File: src/ccrpsc_params.svh
// Constants of the series current regulator protection and step control.
// Assumes a 250 MHz controller clock and feedback scaled to millivolts.
`ifndef CCRPSC_PARAMS_SVH
`define CCRPSC_PARAMS_SVH
// Clock and time figures.
`define PSC_CLK_MHZ 250
`define PSC_QUAL_MS 500
`define PSC_PWR_MS 2000
// Phase timer tick divider and gate pulse length in ticks.
`define PSC_TICK_LAST 8'hff
`define PSC_GATE_TICKS 8'h64
// Firing delay limits and start value, in ticks.
`define PSC_DLY_MIN 14'h000a
`define PSC_DLY_MAX 14'h1f40
`define PSC_DLY_INIT 14'h0fa0
// Step feedback targets in millivolts.
`define PSC_STEP1_MV 12'h1a4
`define PSC_STEP2_MV 12'h1fe
`define PSC_STEP3_MV 12'h267
`define PSC_STEP4_MV 12'h30c
`define PSC_STEP5_MV 12'h3de
// Overcurrent at 105 percent of step five and open circuit at 1.5 A.
`define PSC_OC_MV 12'h410
`define PSC_OPEN_MV 12'h04a
// Register offsets and reset values.
`define PSC_A_CTRL 8'h00
`define PSC_A_STAT 8'h04
`define PSC_A_DLY 8'h08
`define PSC_A_FB 8'h0c
`define PSC_CTRL_RST 16'h4001
`define PSC_CTRL_EN 0
`define PSC_SYNC_RST 15'h7fff
`endif

File: src/ccrpsc_pkg.sv
// Types shared by the regulator control modules.
// Assumes nothing of its surroundings.
package ccrpsc_pkg;
  // Brightness step, zero meaning none.
  typedef logic [2:0] ccrpsc_step_t;
  // Selector mode.
  typedef enum {CCRPSC_OFF, CCRPSC_LOCAL, CCRPSC_REMOTE} ccrpsc_mode_t;
endpackage

File: src/ccrpsc_gate_if.sv
// Link between the regulation loop and the phase gate timer.
// Assumes both ends run on the same clock.
`timescale 1ns/1ps
`default_nettype none
interface ccrpsc_gate_if;
  logic tick;
  logic sync_edge;
  logic enable;
  logic [13:0] delay;
  logic gate;
  modport ctl (output tick, sync_edge, enable, delay, input gate);
  modport tmr (input tick, sync_edge, enable, delay, output gate);
endinterface // ccrpsc_gate_if
`default_nettype wire

File: src/ccrpsc_gate_timer.sv
// Phase-locked thyristor gate timer.
// Assumes a phase edge pulse and a slow tick from the controller.
`timescale 1ns/1ps
`default_nettype none
`include "ccrpsc_params.svh"
module ccrpsc_gate_timer (
  input wire logic clock_in, // Controller clock.
  input wire logic rst_in, // Asynchronous reset, high.
  ccrpsc_gate_if.tmr g // Loop side.
);
  import ccrpsc_pkg::*;
  logic [13:0] cnt_r, cnt_nxt;
  logic [7:0] wid_r, wid_nxt;
  logic gate_r, gate_nxt, arm_r, arm_nxt;

  // Counts ticks from each phase edge and fires at the set delay.
  always_comb begin
    cnt_nxt = cnt_r;
    wid_nxt = wid_r;
    gate_nxt = gate_r;
    arm_nxt = arm_r;
    if (!g.enable) begin
      cnt_nxt = 14'h0000;
      gate_nxt = 1'b0;
      arm_nxt = 1'b0;
    end else if (g.sync_edge) begin
      cnt_nxt = 14'h0000;
      gate_nxt = 1'b0;
      arm_nxt = 1'b1;
    end else if (g.tick) begin
      if (arm_r) begin
        cnt_nxt = cnt_r + 14'h0001;
      end
      if (arm_r && cnt_r == g.delay) begin
        gate_nxt = 1'b1;
        wid_nxt = `PSC_GATE_TICKS;
        arm_nxt = 1'b0;
      end else if (gate_r) begin
        wid_nxt = wid_r - 8'h01;
        gate_nxt = (wid_r != 8'h01);
      end
    end
  end

  // Registers the timer state.
  always_ff @(posedge clock_in or posedge rst_in) begin
    if (rst_in) begin
      cnt_r <= 14'h0000;
      wid_r <= 8'h00;
      gate_r <= 1'b0;
      arm_r <= 1'b0;
    end else begin
      cnt_r <= cnt_nxt;
      wid_r <= wid_nxt;
      gate_r <= gate_nxt;
      arm_r <= arm_nxt;
    end
  end

  assign g.gate = gate_r;
endmodule // ccrpsc_gate_timer
`default_nettype wire

File: src/ccrpsc_top.sv
// Protection and step control of a series current regulator.
// Assumes an APB master on clock_in, pins from the selector and remote
// block, and a feedback level in millivolts from an ADC on the same clock.
//
// The implementer's own choices: the APB interface to the registers and the register offsets.
`timescale 1ns/1ps
`default_nettype none
`include "ccrpsc_params.svh"
module ccrpsc_top #(
  parameter int unsigned QUAL_CYC = `PSC_QUAL_MS * 1000 * `PSC_CLK_MHZ,
  parameter int unsigned PWR_CYC = `PSC_PWR_MS * 1000 * `PSC_CLK_MHZ
) (
  input wire logic clock_in, // Controller clock, 250 MHz.
  input wire logic rst_in, // Asynchronous reset, high.
  input wire logic psel_in, // APB select.
  input wire logic penable_in, // APB enable.
  input wire logic pwrite_in, // APB write.
  input wire logic [7:0] paddr_in, // APB byte address.
  input wire logic [31:0] pwdata_in, // APB write data.
  output logic [31:0] prdata_out, // APB read data.
  output logic pready_out, // APB ready.
  output logic pslverr_out, // APB error.
  input wire logic [4:0] step_n_in, // Local step lines, low active.
  input wire logic remote_n_in, // Selector at remote, low active.
  input wire logic [4:0] remote_step_in, // Remote step inputs.
  input wire logic jmp_three_in, // Three-step jumper.
  input wire logic jmp_ferro_in, // Ferroresonant jumper.
  input wire logic phase_ref_in, // Line phase reference.
  input wire logic power_ok_in, // Input power present.
  input wire logic [11:0] fb_mv_in, // Feedback level in mV.
  output logic contactor_out, // Input contactor drive.
  output logic remote_supply_relay_out, // Remote supply relay.
  output logic gate_out // Thyristor gate drive.
);
  import ccrpsc_pkg::*;

  // ************************************************************
  // Pin synchronisers and decode
  // ************************************************************
  logic [14:0] s1_r, s2_r;
  logic [4:0] step_n_s, rstep_s;
  logic remote_s, three_s, ferro_s, phase_s, pwr_s;

  // Highest asserted step line, zero when none.
  function automatic ccrpsc_step_t step_dec(input logic [4:0] v);
    step_dec = 3'h0;
    for (int i = 0; i < 5; i++) begin
      if (v[i]) begin
        step_dec = 3'(i + 1);
      end
    end
  endfunction

  // Two flip-flops on every selector, jumper, phase and power pin before any logic reads it.
  always_ff @(posedge clock_in or posedge rst_in) begin
    if (rst_in) begin
      s1_r <= `PSC_SYNC_RST;
      s2_r <= `PSC_SYNC_RST;
    end else begin
      s1_r <= {power_ok_in, phase_ref_in, jmp_ferro_in, jmp_three_in,
               remote_step_in, remote_n_in, step_n_in};
      s2_r <= s1_r;
    end
  end

  assign step_n_s = s2_r[4:0];
  assign remote_s = ~s2_r[5];
  assign rstep_s = s2_r[10:6];
  assign three_s = s2_r[11];
  assign ferro_s = s2_r[12];
  assign phase_s = s2_r[13];
  assign pwr_s = s2_r[14];

  // ************************************************************
  // Step selection, protection and contactor
  // ************************************************************
  ccrpsc_mode_t mode_r, mode_nxt;
  ccrpsc_step_t step_r, step_nxt, step_raw;
  logic [31:0] oc_cnt_r, oc_cnt_nxt, op_cnt_r, op_cnt_nxt;
  logic [31:0] pw_cnt_r, pw_cnt_nxt;
  logic oc_trip_r, oc_trip_nxt, op_trip_r, op_trip_nxt;
  logic con_r, con_nxt, rly_r, rly_nxt;
  logic off_sel, pwr_clr, oc_cond, op_cond, oc_set, op_set;

  // Mode, step, trip latches and contactor drive.
  always_comb begin
    mode_nxt = CCRPSC_OFF;
    step_raw = remote_s ? step_dec(rstep_s) : step_dec(~step_n_s);
    if (remote_s) begin
      mode_nxt = CCRPSC_REMOTE;
    end else if (!step_n_s[0]) begin
      mode_nxt = CCRPSC_LOCAL;
    end
    if (three_s && step_raw > 3'h3) begin
      step_raw = 3'h3;
    end
    step_nxt = (mode_nxt == CCRPSC_OFF) ? 3'h0 : step_raw;
    off_sel = (step_nxt == 3'h0);
    pwr_clr = (pw_cnt_r >= PWR_CYC - 1);
    pw_cnt_nxt = pwr_s ? 32'h0 : (pwr_clr ? pw_cnt_r : pw_cnt_r + 32'h1);
    oc_cond = con_r && (fb_mv_in > `PSC_OC_MV);
    oc_set = oc_cond && (oc_cnt_r == QUAL_CYC - 1);
    oc_cnt_nxt = (oc_cond && !oc_set) ? oc_cnt_r + 32'h1 : 32'h0;
    op_cond = con_r && (fb_mv_in < `PSC_OPEN_MV);
    op_set = op_cond && (op_cnt_r == QUAL_CYC - 1);
    op_cnt_nxt = (op_cond && !op_set) ? op_cnt_r + 32'h1 : 32'h0;
    oc_trip_nxt = oc_set || (oc_trip_r && !off_sel && !pwr_clr);
    op_trip_nxt = op_set || (op_trip_r && !off_sel && !pwr_clr);
    con_nxt = !off_sel && pwr_s && !oc_trip_nxt && !op_trip_nxt;
    rly_nxt = (mode_nxt == CCRPSC_REMOTE) && pwr_s;
  end

  // Registers selection and protection state.
  always_ff @(posedge clock_in or posedge rst_in) begin
    if (rst_in) begin
      mode_r <= CCRPSC_OFF;
      step_r <= 3'h0;
      oc_cnt_r <= 32'h0;
      op_cnt_r <= 32'h0;
      pw_cnt_r <= 32'h0;
      oc_trip_r <= 1'b0;
      op_trip_r <= 1'b0;
      con_r <= 1'b0;
      rly_r <= 1'b0;
    end else begin
      mode_r <= mode_nxt;
      step_r <= step_nxt;
      oc_cnt_r <= oc_cnt_nxt;
      op_cnt_r <= op_cnt_nxt;
      pw_cnt_r <= pw_cnt_nxt;
      oc_trip_r <= oc_trip_nxt;
      op_trip_r <= op_trip_nxt;
      con_r <= con_nxt;
      rly_r <= rly_nxt;
    end
  end

  assign contactor_out = con_r;
  assign remote_supply_relay_out = rly_r;

  // ************************************************************
  // Regulation loop
  // ************************************************************
  ccrpsc_gate_if g ();
  logic [15:0] ctrl_r, ctrl_nxt;
  logic [13:0] dly_r, dly_nxt, dstep;
  logic [11:0] tgt, db;
  logic [7:0] div_r, div_nxt;
  logic tick_r, tick_nxt, ph_d_r, ph_d_nxt, edge_r, edge_nxt, gen_r, gen_nxt;

  // Tick divider, phase edges and integral delay update.
  always_comb begin
    div_nxt = div_r + 8'h01;
    tick_nxt = (div_r == `PSC_TICK_LAST);
    ph_d_nxt = phase_s;
    edge_nxt = phase_s ^ ph_d_r;
    gen_nxt = con_r && ctrl_r[`PSC_CTRL_EN];
    case (step_r)
      3'h1: tgt = `PSC_STEP1_MV;
      3'h2: tgt = `PSC_STEP2_MV;
      3'h3: tgt = `PSC_STEP3_MV;
      3'h4: tgt = `PSC_STEP4_MV;
      3'h5: tgt = `PSC_STEP5_MV;
      default: tgt = 12'h000;
    endcase
    db = {4'h0, tgt[11:4]} >> 4;
    dstep = ferro_s ? {6'h00, ctrl_r[15:8]} : 14'h0001;
    dly_nxt = dly_r;
    if (!gen_r) begin
      dly_nxt = `PSC_DLY_INIT;
    end else if (edge_r) begin
      if (fb_mv_in > tgt + db) begin
        dly_nxt = (dly_r > `PSC_DLY_MIN + dstep) ? dly_r - dstep
                                                 : `PSC_DLY_MIN;
      end else if (fb_mv_in + db < tgt) begin
        dly_nxt = (dly_r + dstep < `PSC_DLY_MAX) ? dly_r + dstep
                                                 : `PSC_DLY_MAX;
      end
    end
  end

  // Registers loop state.
  always_ff @(posedge clock_in or posedge rst_in) begin
    if (rst_in) begin
      div_r <= 8'h00;
      tick_r <= 1'b0;
      ph_d_r <= 1'b1;
      edge_r <= 1'b0;
      gen_r <= 1'b0;
      dly_r <= `PSC_DLY_INIT;
    end else begin
      div_r <= div_nxt;
      tick_r <= tick_nxt;
      ph_d_r <= ph_d_nxt;
      edge_r <= edge_nxt;
      gen_r <= gen_nxt;
      dly_r <= dly_nxt;
    end
  end

  // Feeds the phase gate timer.
  assign g.tick = tick_r;
  assign g.sync_edge = edge_r;
  assign g.enable = gen_r && con_r;
  assign g.delay = dly_r;
  assign gate_out = g.gate;

  ccrpsc_gate_timer u_timer (
    .clock_in(clock_in),
    .rst_in(rst_in),
    .g(g.tmr)
  );

  // ************************************************************
  // APB register slave
  // ************************************************************
  logic [31:0] rd_r, rd_nxt;
  logic rdy_r, rdy_nxt, err_r, err_nxt, hit;

  // Zero-wait slave: answer prepared in setup, shown in access.
  always_comb begin
    rd_nxt = 32'h0;
    hit = 1'b1;
    case (paddr_in)
      `PSC_A_CTRL: rd_nxt = {16'h0000, ctrl_r};
      `PSC_A_STAT: rd_nxt = {20'h00000, pwr_s, ferro_s, three_s, rly_r,
                             con_r, op_trip_r, oc_trip_r,
                             mode_r == CCRPSC_REMOTE, mode_r != CCRPSC_OFF,
                             step_r};
      `PSC_A_DLY: rd_nxt = {18'h00000, dly_r};
      `PSC_A_FB: rd_nxt = {20'h00000, fb_mv_in};
      default: hit = 1'b0;
    endcase
    rdy_nxt = psel_in && !penable_in;
    err_nxt = rdy_nxt && !hit;
    if (!rdy_nxt) begin
      rd_nxt = 32'h0;
    end
    ctrl_nxt = ctrl_r;
    if (psel_in && penable_in && rdy_r && pwrite_in &&
        paddr_in == `PSC_A_CTRL) begin
      ctrl_nxt = pwdata_in[15:0];
    end
  end

  // Registers the slave answer and control word.
  always_ff @(posedge clock_in or posedge rst_in) begin
    if (rst_in) begin
      rd_r <= 32'h0;
      rdy_r <= 1'b0;
      err_r <= 1'b0;
      ctrl_r <= `PSC_CTRL_RST;
    end else begin
      rd_r <= rd_nxt;
      rdy_r <= rdy_nxt;
      err_r <= err_nxt;
      ctrl_r <= ctrl_nxt;
    end
  end

  assign prdata_out = rd_r;
  assign pready_out = rdy_r;
  assign pslverr_out = err_r;
endmodule // ccrpsc_top
`default_nettype wire

File: config.mk
export PLATFORM = sky130hd
export DESIGN_NAME = ccrpsc_top
export DESIGN_NICKNAME = d
export VERILOG_FILES = /design/src/ccrpsc_pkg.sv /design/src/ccrpsc_gate_if.sv /design/src/ccrpsc_gate_timer.sv /design/src/ccrpsc_top.sv
export VERILOG_INCLUDE_DIRS = /design/src
export SDC_FILE = /design/constraint.sdc
export NUM_CORES = 1
export LEC_CHECK = 0
export ABC_AREA = 1
export ABC_CLOCK_PERIOD_IN_PS = 18900
export BUFFER_PORTS_ARGS = -buffer_cell sky130_fd_sc_hd__buf_2
export CAP_MARGIN = 20
export CORE_MARGIN = 2
export CORE_UTILIZATION = 51
export CTS_BUF_LIST = sky130_fd_sc_hd__clkbuf_4 sky130_fd_sc_hd__clkbuf_8
export DETAILED_ROUTE_END_ITERATION = 12
export GPL_TIMING_DRIVEN = 0
export PLACE_DENSITY_LB_ADDON = 0.15
export SYNTH_ARGS = -nofsm -noshare
export SYNTH_HDL_FRONTEND = slang
export SYNTH_SLANG_ARGS = --single-unit
File: constraint.sdc
create_clock -name clock_in -period 18.9 [get_ports clock_in]
set_clock_uncertainty 0.2 [all_clocks]
set_input_delay 2.835 -clock clock_in [delete_from_list [all_inputs] [get_ports clock_in]]
set_output_delay 2.835 -clock clock_in [all_outputs]
set_load 0.05 [all_outputs]
# [Yosys cells after proc, flatten, opt, wreduce, memory -nomap -nowiden]
# Index checks and enable logic that the tools add are counted.
# W data, S select, Z words.
[totals] latch_bits=0 inputBits=72 elab_cells=157 mem_count=0 ff_bits=265 ram_bits=0 mem_bits_ro=0
[classes] mul=0 mux=45 add_sub_neg=11 eq_ne=21 n_reduce_logical=44 shifts=0 div_mod_pow=0 magnitude_cmp=8 bitwise_logic=3
[ops] op="$mux W32" count=5
[ops] op="$mux W14" count=10
[ops] op="$add A32 B1 Y32 const B" count=3
[ops] op="$eq A32 B27 Y1 const B" count=2
[ops] op="$eq A32 B3 Y1 const B" count=2
[ops] op="$pmux W16 S4" count=1
[ops] op="$pmux W10 S5" count=1
[ops] op="$mux W3" count=11
[ops] op="$ge A32 B29 Y1 const B" count=1
[ops] op="$logic_not A32 Y1" count=1
[ops] op="$reduce_bool A32 Y1" count=1
[ops] op="$add A12 B4 Y12" count=2
[ops] op="$logic_and A1 B1 Y1" count=24
[ops] op="$mux W8" count=3
[ops] op="$eq A8 B4 Y1 const B" count=2
[ops] op="$add A14 B1 Y14 const B" count=1
[ops] op="$add A14 B8 Y14" count=1
[ops] op="$eq A14 B14 Y1" count=1
[ops] op="$gt A14 B9 Y1" count=1
[ops] op="$lt A14 B13 Y1 const B" count=1
[ops] op="$sub A14 B8 Y14" count=1
[ops] op="$mux W1" count=13
[ops] op="$gt A12 B11 Y1 const B" count=1
[ops] op="$gt A12 B12 Y1" count=1
[ops] op="other kinds (27)" count=42

# [Logic depth before layout (Yosys ltp)]
# Gate-level depths: netlist (run 1).
[logic_depth] depth_word=19 mapped_depth=29 ltp_nobuf=29

# [Hierarchy]
# A second synthesis (run 1) with hierarchy kept.
[hier_totals] hier_cells=1828 area_unflattened_um2=13930.9
[by_module_without_submodules] mod="ccrpsc_top" seq_area_each_um2=4928.5 n_inst=1 area_each_um2=12269.3 cells_each=1582
[by_module_without_submodules] mod="ccrpsc_gate_timer" seq_area_each_um2=600.6 n_inst=1 area_each_um2=1661.6 cells_each=246

# [Least setup slack after synthesis (run 1)]
# No wires, ideal clock.
[synth_timing] path_kind="input to register" start="input fb_mv_in[0]" end="register dly_r[13]" path_buffers=1 setup_time_ps=126 stages=15 t_arrival_ps=4796 setup_slack_ps=13778 cell_sequence="ha_1 > inv_1 > fa_1 > nor2_2 > nand2_1 > xor2_1 > ha_1 > nand2_1 > nor2_1 > nand3_1 > nand3_1 > nand2_1 > nand2_2 > buf_6 > o21ai_0"
[synth_between] elab_chain_len=4 word_cells_on_any_way=8
[synth_lines] element="from (decl)" line_no="ccrpsc_top.sv:30" source="input wire logic [11:0] fb_mv_in,"
[synth_lines] element="$add A12 B4 Y12 / $gt A12 B12 Y1 (equally long branches)" line_no="ccrpsc_top.sv:175, ccrpsc_top.sv:172"
[synth_lines] element="$lt A12 B12 Y1 / $mux W14 (equally long branches)" line_no="ccrpsc_top.sv:175, ccrpsc_top.sv:172"
[synth_lines] element="$ne A3 B1 Y1 (no line) / $mux W14 (equally long branches)"
[synth_lines] element="$reduce_and A2 Y1 (no line) / $mux W14 (equally long branches)"
[synth_lines] element="to (signal assigned)" line_no="ccrpsc_top.sv:190" source="dly_r <= `PSC_DLY_INIT;"
[synth_lines] element="to (signal assigned)" line_no="ccrpsc_top.sv:197" source="dly_r <= dly_nxt;"
[synth_lines] element="to (decl)" line_no="ccrpsc_top.sv:146" source="logic [13:0] dly_r, dly_nxt, dstep;"
# Several ways; a longest one is shown, not always the timed one. The select of a mux whose other input is x is not followed.
# A chain may end at the register's enable or synchronous reset.

# [Worst setup path in the final report (run 1)]
[layout_timing] start="input fb_mv_in[0]" end="register dly_r[8]"
# The elaborated chain is that of the path after synthesis.

==> results.sh, run 1 <==
export IMPL_syn_to_final_growth_pct=12.46
export IMPL_grt_overflow_total=0
export IMPL_ys_async_sr_fraction=1.000
export IMPL_finalHoldViolations=0
export IMPL_final_cell_mix="372 x nand2_1, 241 x inv_1, 226 x nor2_1"
export IMPL_setup_worst_path_end_class="register"
export IMPL_p_per_area_nw_per_um2=67.44
export IMPL_clock_fmax_mhz=197.7
export IMPL_detailedRoute_firstPassIterationCount=5
export IMPL_die_h_um=167.0
export IMPL_tightest_slew_ps=810.0
export IMPL_fin_crit_sh=0.2676
export IMPL_gr_usage_all_layers=0.2454
export IMPL_start_util=0.5198
export IMPL_final_antenna_net_count=0
export IMPL_first_global_vias=11642
export IMPL_portBuffers=76
export IMPL_maxSlewViolCount=0
export IMPL_num_vias=12110
export IMPL_cts_repair_resized=0
export IMPL_die_area_um2=27880
export IMPL_boundaryPins=109
export IMPL_drt_initial_drc_count=776
export IMPL_die_w_um=167.0
export IMPL_grt_pass1_wl_um=56440
export IMPL_p_leak_nw=7.183
export IMPL_rsz0062_at_grt="no"
export IMPL_cts_inserted_buffers=38
export IMPL_cts_sinks=219
export IMPL_relSlewSlack=0.4600
export IMPL_synth_edf_count=0
export IMPL_crit_arrival_ps=5330
export IMPL_ys_seq_area_frac=0.4082
export IMPL_via_per_inst=5.354
export IMPL_synth_distinct_cells=55
export IMPL_final_nets=2032
export IMPL_post_cts_buffers=0
export IMPL_postCtsHoldBufs=0
export IMPL_cts_root_buf="clkbuf_8"
export IMPL_layout_cells_non_filler=2262
export IMPL_drcViolationCount=0
export IMPL_whs_ps=147.8
export IMPL_placed_area_um2=14440
export IMPL_required_ps=19170
export IMPL_syn_inst=1766
export IMPL_layout_commonest_cell="nand2_1"
export IMPL_clkTransAtPathRegs_ps=60
export IMPL_ys_flop_type="dfrtp_1"
export IMPL_fin_area_um2=15230
export IMPL_drive_above_1_share=0.1511
export IMPL_max_clock_path_buffers=3
export IMPL_dp_cells=2193
export IMPL_core_area_um2=26060
export IMPL_drt_wirelength_per_cell_um=15.11
export IMPL_gp_congestion=0.9119
export IMPL_tns_ps=0
export IMPL_total_power_mw=1.027
export IMPL_ys_ff_latch=219
export IMPL_maxCapViolCount=0
export IMPL_grt_max_degree=120
export IMPL_path_class="input pin to register"
export IMPL_synth_warnings=0
export IMPL_synth_area_per_cell_um2=7.670
export IMPL_cts_tree="built"
export IMPL_antenna_found_initial=2
export IMPL_status="complete, no violations"
export IMPL_worstSetupStartpointType="input pin"
export IMPL_row_count=59
export IMPL_hp_class="register to register"
export IMPL_drt_total_wl_um=34180
export IMPL_ir_drop_mv=0.07786
export IMPL_clkLatencyLatePin_ps=540
export IMPL_synth_area_um2=13550
export IMPL_finalSetupViolCount=0
export IMPL_fin_crit_ps=5058
export IMPL_dp_hpwl_um=25980
export IMPL_h_tree_depth=2
export IMPL_critical_path_peak_fanout=6
==> final cells by class <==
cell class                      instances  area, um2
Clock buffer                           60      732.0
Timing Repair Buffer                   77      407.9
Inverter                              250      945.9
Fill cell                            2439      10830
Clock inverter                          8      62.56
Sequential cell                       219       5529
Antenna cell                            1      2.502
Buffer                                 46      284.0
Multi-Input combinational cell       1266       6850
Tap cell                              335      419.2
==> metal layers <==
layer,global-route usage,share of wire
met3,0.04183,0.058
met4,0.08208,0.027
met1,0.3334,0.45
met2,0.3997,0.46
met5,0,0.00020
==> worst paths after layout <==
| check | to | start | slack [ps] | depth (start not counted) |
|---|---|---|---|---|
| worst max register to register | dly_r[5]$_DFFE_PP1P_ | step_r[1]$_DFF_PP0_ | 14550 | 23 |
| worst min-delay path | s2_r[7]$_DFF_PP1_ | s1_r[7]$_DFF_PP1_ | 150 | 0 |
| worst min register to register | s2_r[7]$_DFF_PP1_ | s1_r[7]$_DFF_PP1_ | 150 | 0 |
| min in group asynchronous | pw_cnt_r[8]$_DFFE_PP0P_ | rst_in | 2270 | 2 |
| worst max-delay path | dly_r[8]$_DFFE_PP1P_ | fb_mv_in[0] | 13840 | 18 |
| max in group asynchronous | dly_r[9]$_DFFE_PP1P_ | rst_in | 15260 | 3 |
==> cells by family after synthesis <==
family,after synthesis,synth area share
AO/OA/AOI/OAI,218,0.09135
AND/OR/NAND/NOR,889,0.2957
buffers and inverters,296,0.09025
other,1,0.0002768
flip-flops,219,0.4082
multiplexers,13,0.01081
XOR/XNOR,68,0.04397
adder cells (fa/ha/maj),62,0.05949
==> state kept, by name (all words and copies together), names as in the netlist, 2 cells and up <==
name,flops
ctrl_r,16
div_r,8
dly_r,14
mode_r,2
oc_cnt_r,32
op_cnt_r,32
prdata_out,16
pw_cnt_r,32
s1_r,15
s2_r,15
step_r,3
u_timer.cnt_r,14
u_timer.wid_r,8
==> critical path: stages <==
cell and delay (ps):
buf_2 90, ha_1 150, inv_1 60, fa_1 450, nor2_2 230, xor2_1 170
inv_1 60, ha_1 190, a21o_1 150, nand4_1 80, nand2_1 60, nand2_1 50
nand3_1 120, nand2_1 110, nand2_2 70, inv_1 190, o21ai_0 150, nand2_1 100
==> cell usage after synthesis (3+ instances only) <==
| cell | count | area, um2 |
|---|---|---|
| nand2_1 | 372 | 1396 |
| a21oi_1 | 81 | 405.4 |
| nor3_2 | 5 | 50.05 |
| o21ai_0 | 67 | 335.3 |
| o21a_1 | 4 | 30.03 |
| a211oi_1 | 4 | 30.03 |
| a21o_1 | 3 | 22.52 |
| a221oi_1 | 12 | 105.1 |
| xnor2_1 | 11 | 96.34 |
| inv_1 | 242 | 908.4 |
| nand4_1 | 50 | 312.8 |
| buf_6 | 3 | 33.78 |
| nor2_2 | 12 | 75.07 |
| o21ai_1 | 10 | 50.05 |
| o211ai_1 | 4 | 30.03 |
| dfstp_2 | 39 | 1025 |
| dfrtp_1 | 180 | 4504 |
| nor3b_1 | 4 | 30.03 |
| nand3b_1 | 6 | 45.04 |
| inv_2 | 6 | 22.52 |
| clkbuf_1 | 10 | 37.54 |
| o22ai_1 | 15 | 93.84 |
| nor2_1 | 226 | 848.3 |
| buf_4 | 19 | 142.6 |
| nand3_2 | 3 | 30.03 |
| nor4_1 | 28 | 175.2 |
| nand3_1 | 100 | 500.5 |
| xor2_1 | 57 | 499.2 |
| and3_1 | 4 | 25.02 |
| or2_2 | 7 | 43.79 |
| a31oi_1 | 7 | 43.79 |
| fa_1 | 4 | 80.08 |
| mux2_2 | 13 | 146.4 |
| nor3_1 | 46 | 230.2 |
| nand2_2 | 10 | 62.56 |
| buf_2 | 14 | 70.07 |
| nor2_4 | 3 | 33.78 |
| o31ai_1 | 6 | 45.04 |
| ha_1 | 58 | 725.7 |
==> stage by stage <==
step	setup slack, ps	utilization
6_report	13840	0.5846
5_1_grt	13630	0.5846
4_1_cts	13850	0.5845
3_5_place_dp	13300	0.5540
3_3_place_gp	7498	0.5526
2_1_floorplan	9937	-
==> power breakdown <==
part | total [mW] | internal [mW] | switching, mW | leakage, nW
Sequential | 0.483 | 0.478 | 0.00546 | 2.87
Clock | 0.444 | 0.248 | 0.196 | 0.421
Combinational | 0.0997 | 0.0320 | 0.0677 | 3.89
No activity file was read; power rests on OpenSTA's default activity.
==> run 2: changes to the inputs <==
--- a/config.mk
+++ b/config.mk
@@ -7,7 +7,7 @@
 export NUM_CORES = 1
 export LEC_CHECK = 0
 export ABC_AREA = 1
-export ABC_CLOCK_PERIOD_IN_PS = 18900
+export ABC_CLOCK_PERIOD_IN_PS = 4600
 export BUFFER_PORTS_ARGS = -buffer_cell sky130_fd_sc_hd__buf_2
 export CAP_MARGIN = 20
 export CORE_MARGIN = 2
==> constraint.sdc (replaced) <==
create_clock -name clock_in -period 4.6 [get_ports clock_in]
set_clock_uncertainty 0.2 [all_clocks]
set_input_delay 0.69 -clock clock_in [delete_from_list [all_inputs] [get_ports clock_in]]
set_output_delay 0.69 -clock clock_in [all_outputs]
set_load 0.05 [all_outputs]
==> run 2 against run 1 <==
  * Total power rose to 4.2 times the previous value
  * Sequential power rose to 4.1 times the previous value
  * Critical path depth up 5
  * Cell count up 0.40%
  * Critical path type is now register to register
  * Count of clock-buffer cells in the layout unchanged
==> results.sh, run 2 (synthesis gave the netlist of run 1 again) <==
export IMPL_detailedRoute_firstPassIterationCount=5
export IMPL_top_regs="oc_cnt_r: 32 flops, op_cnt_r: 32 flops, pw_cnt_r: 32 flops"
export IMPL_tightest_slew_ps=714.7
export IMPL_h_tree_depth=2
export IMPL_portBuffers=76
export IMPL_die_area_um2=27880
export IMPL_boundaryPins=109
export IMPL_final_antenna_net_count=0
export IMPL_clkTransAtPathRegs_ps=60
export IMPL_via_per_inst=5.361
export IMPL_setup_worst_path_end_class="register"
export IMPL_worstSetupStartpointType="register"
export IMPL_path_class="register to register"
export IMPL_required_ps=4840
export IMPL_crit_arrival_ps=4460
export IMPL_cts_inserted_buffers=39
export IMPL_die_w_um=167.0
export IMPL_antenna_found_initial=4
export IMPL_layout_commonest_cell="nand2_1"
export IMPL_die_h_um=167.0
export IMPL_relSlewSlack=0.5225
export IMPL_maxSlewViolCount=0
export IMPL_finalSetupViolCount=0
export IMPL_cts_tree="built"
export IMPL_first_global_vias=11708
export IMPL_clkLatencyLatePin_ps=560
export IMPL_grt_pass1_wl_um=56920
export IMPL_cp_cell_sequence="inv_2 > ha_1 > nand2_4 > nand2_1 > nand2_1 > ha_1 > ha_1 > inv_1 > nand2_1 > nand2_1 > nand2_1 > ha_1 > nand4_1 > nor2_1 > nand2_1 > nand3_1 > o21ai_2 > nor2_1 > inv_1 > a21oi_1 > a21oi_1 > nand2_1 > nand2_1"
export IMPL_drt_total_wl_um=34520
export IMPL_placed_area_um2=14510
export IMPL_max_clock_path_buffers=3
export IMPL_maxCapViolCount=0
export IMPL_tns_ps=0
export IMPL_fin_area_um2=15370
export IMPL_total_power_mw=4.348
export IMPL_whs_ps=48.59
export IMPL_grt_max_degree=46
export IMPL_finalHoldViolations=0
export IMPL_drive_above_1_share=0.1547
export IMPL_gp_congestion=0.9227
export IMPL_syn_to_final_growth_pct=13.45
export IMPL_postCtsHoldBufs=0
export IMPL_status="complete, no violations"
export IMPL_drcViolationCount=0
export IMPL_critPathMostFrequentCell="nand2_1"
export IMPL_gr_usage_all_layers=0.2466
export IMPL_clock_fmax_mhz=237.4
export IMPL_hp_class="input pin to async pin"
export IMPL_ir_drop_mv=0.3120
export IMPL_post_cts_buffers=0
export IMPL_cts_root_buf="clkbuf_8"
export IMPL_grt_overflow_total=0
export IMPL_start_util=0.5198
export IMPL_critical_path_peak_fanout=8
export IMPL_slowest_stage="dfrtp_1"
export IMPL_drt_wirelength_per_cell_um=15.20
export IMPL_drt_initial_drc_count=823
export IMPL_r2r_slack_ps=390
export IMPL_dp_hpwl_um=26560
export IMPL_p_per_area_nw_per_um2=283.0
export IMPL_num_vias=12175
export IMPL_layout_cells_non_filler=2271
export IMPL_fin_crit_sh=0.9156
export IMPL_core_area_um2=26060
export IMPL_dp_cells=2197
export IMPL_fin_crit_ps=4212
export IMPL_p_leak_nw=7.247
export IMPL_cts_sinks=219
export IMPL_final_cell_mix="372 x nand2_1, 241 x inv_1, 226 x nor2_1"
export IMPL_cpPeakStageDelay_ps=450
export IMPL_rsz0062_at_grt="no"
export IMPL_row_count=59
export IMPL_final_nets=2037
[run 2: path summary, 6_finish.rpt]
check	from	to	depth (start not counted)
worst max-delay path	step_r[1]$_DFF_PP0_	dly_r[3]$_DFFE_PP0P_	23
worst min-delay path	rst_in	ctrl_r[12]$_DFFE_PP0P_	2
worst max register to register	step_r[1]$_DFF_PP0_	dly_r[3]$_DFFE_PP0P_	23
worst min register to register	s1_r[1]$_DFF_PP1_	s2_r[1]$_DFF_PP1_	0
max in group asynchronous	rst_in	s2_r[13]$_DFF_PP1_	5
min in group clock_in	remote_step_in[3]	s1_r[9]$_DFF_PP1_	1
[run 2: repair_timing]
item | CTS | global route
hold endpoints to repair | 0 | 0
setup endpoints to repair | 0 | 1
gates resized for setup | 0 | 1
[run 2: power breakdown]
part           internal [mW]  switching (mW)  leakage, nW  total, mW
Clock                   1.12           0.828        0.454       1.94
Sequential              1.96          0.0221         2.87       1.99
Combinational          0.138           0.280         3.92      0.418
Total                   3.22            1.13         7.25       4.35
[run 2: layout make-up]
cell class,count,area (um2)
inverters,250,942.2
well taps,335,419.2
diodes,3,7.507
flip-flops and latches,219,5529
fillers,2408,10690
clock buffers,60,757.0
plain buffers,46,284.0
clock inverters,11,93.84
repair buffers,81,480.5
multi-input cells,1266,6854
[run 2: metal layers]
layer  wire, um  track usage  vias up
li1           -            -     6049
met1      15420       0.3307     5688
met2      15890       0.4017      350
met3       2094      0.04183       86
met4       1103      0.09295        2
met5         13            0        -
[run 2: per-stage QoR]
step           utilization  setup slack (ps)
4_1_cts             0.5893             340.0
3_5_place_dp        0.5566             347.1
5_1_grt             0.5896             78.23
3_3_place_gp        0.5528            -413.7
2_1_floorplan            -             887.7
6_report            0.5897             388.4
[run 2: critical path: cells and delay by family, from the launching register on]
family | cells | cell delay [ps]
simple gates | 13 | 1670
fa+ha+maj | 4 | 1140
flops | 1 | 450
buf+inv | 3 | 330
compound gates | 3 | 330
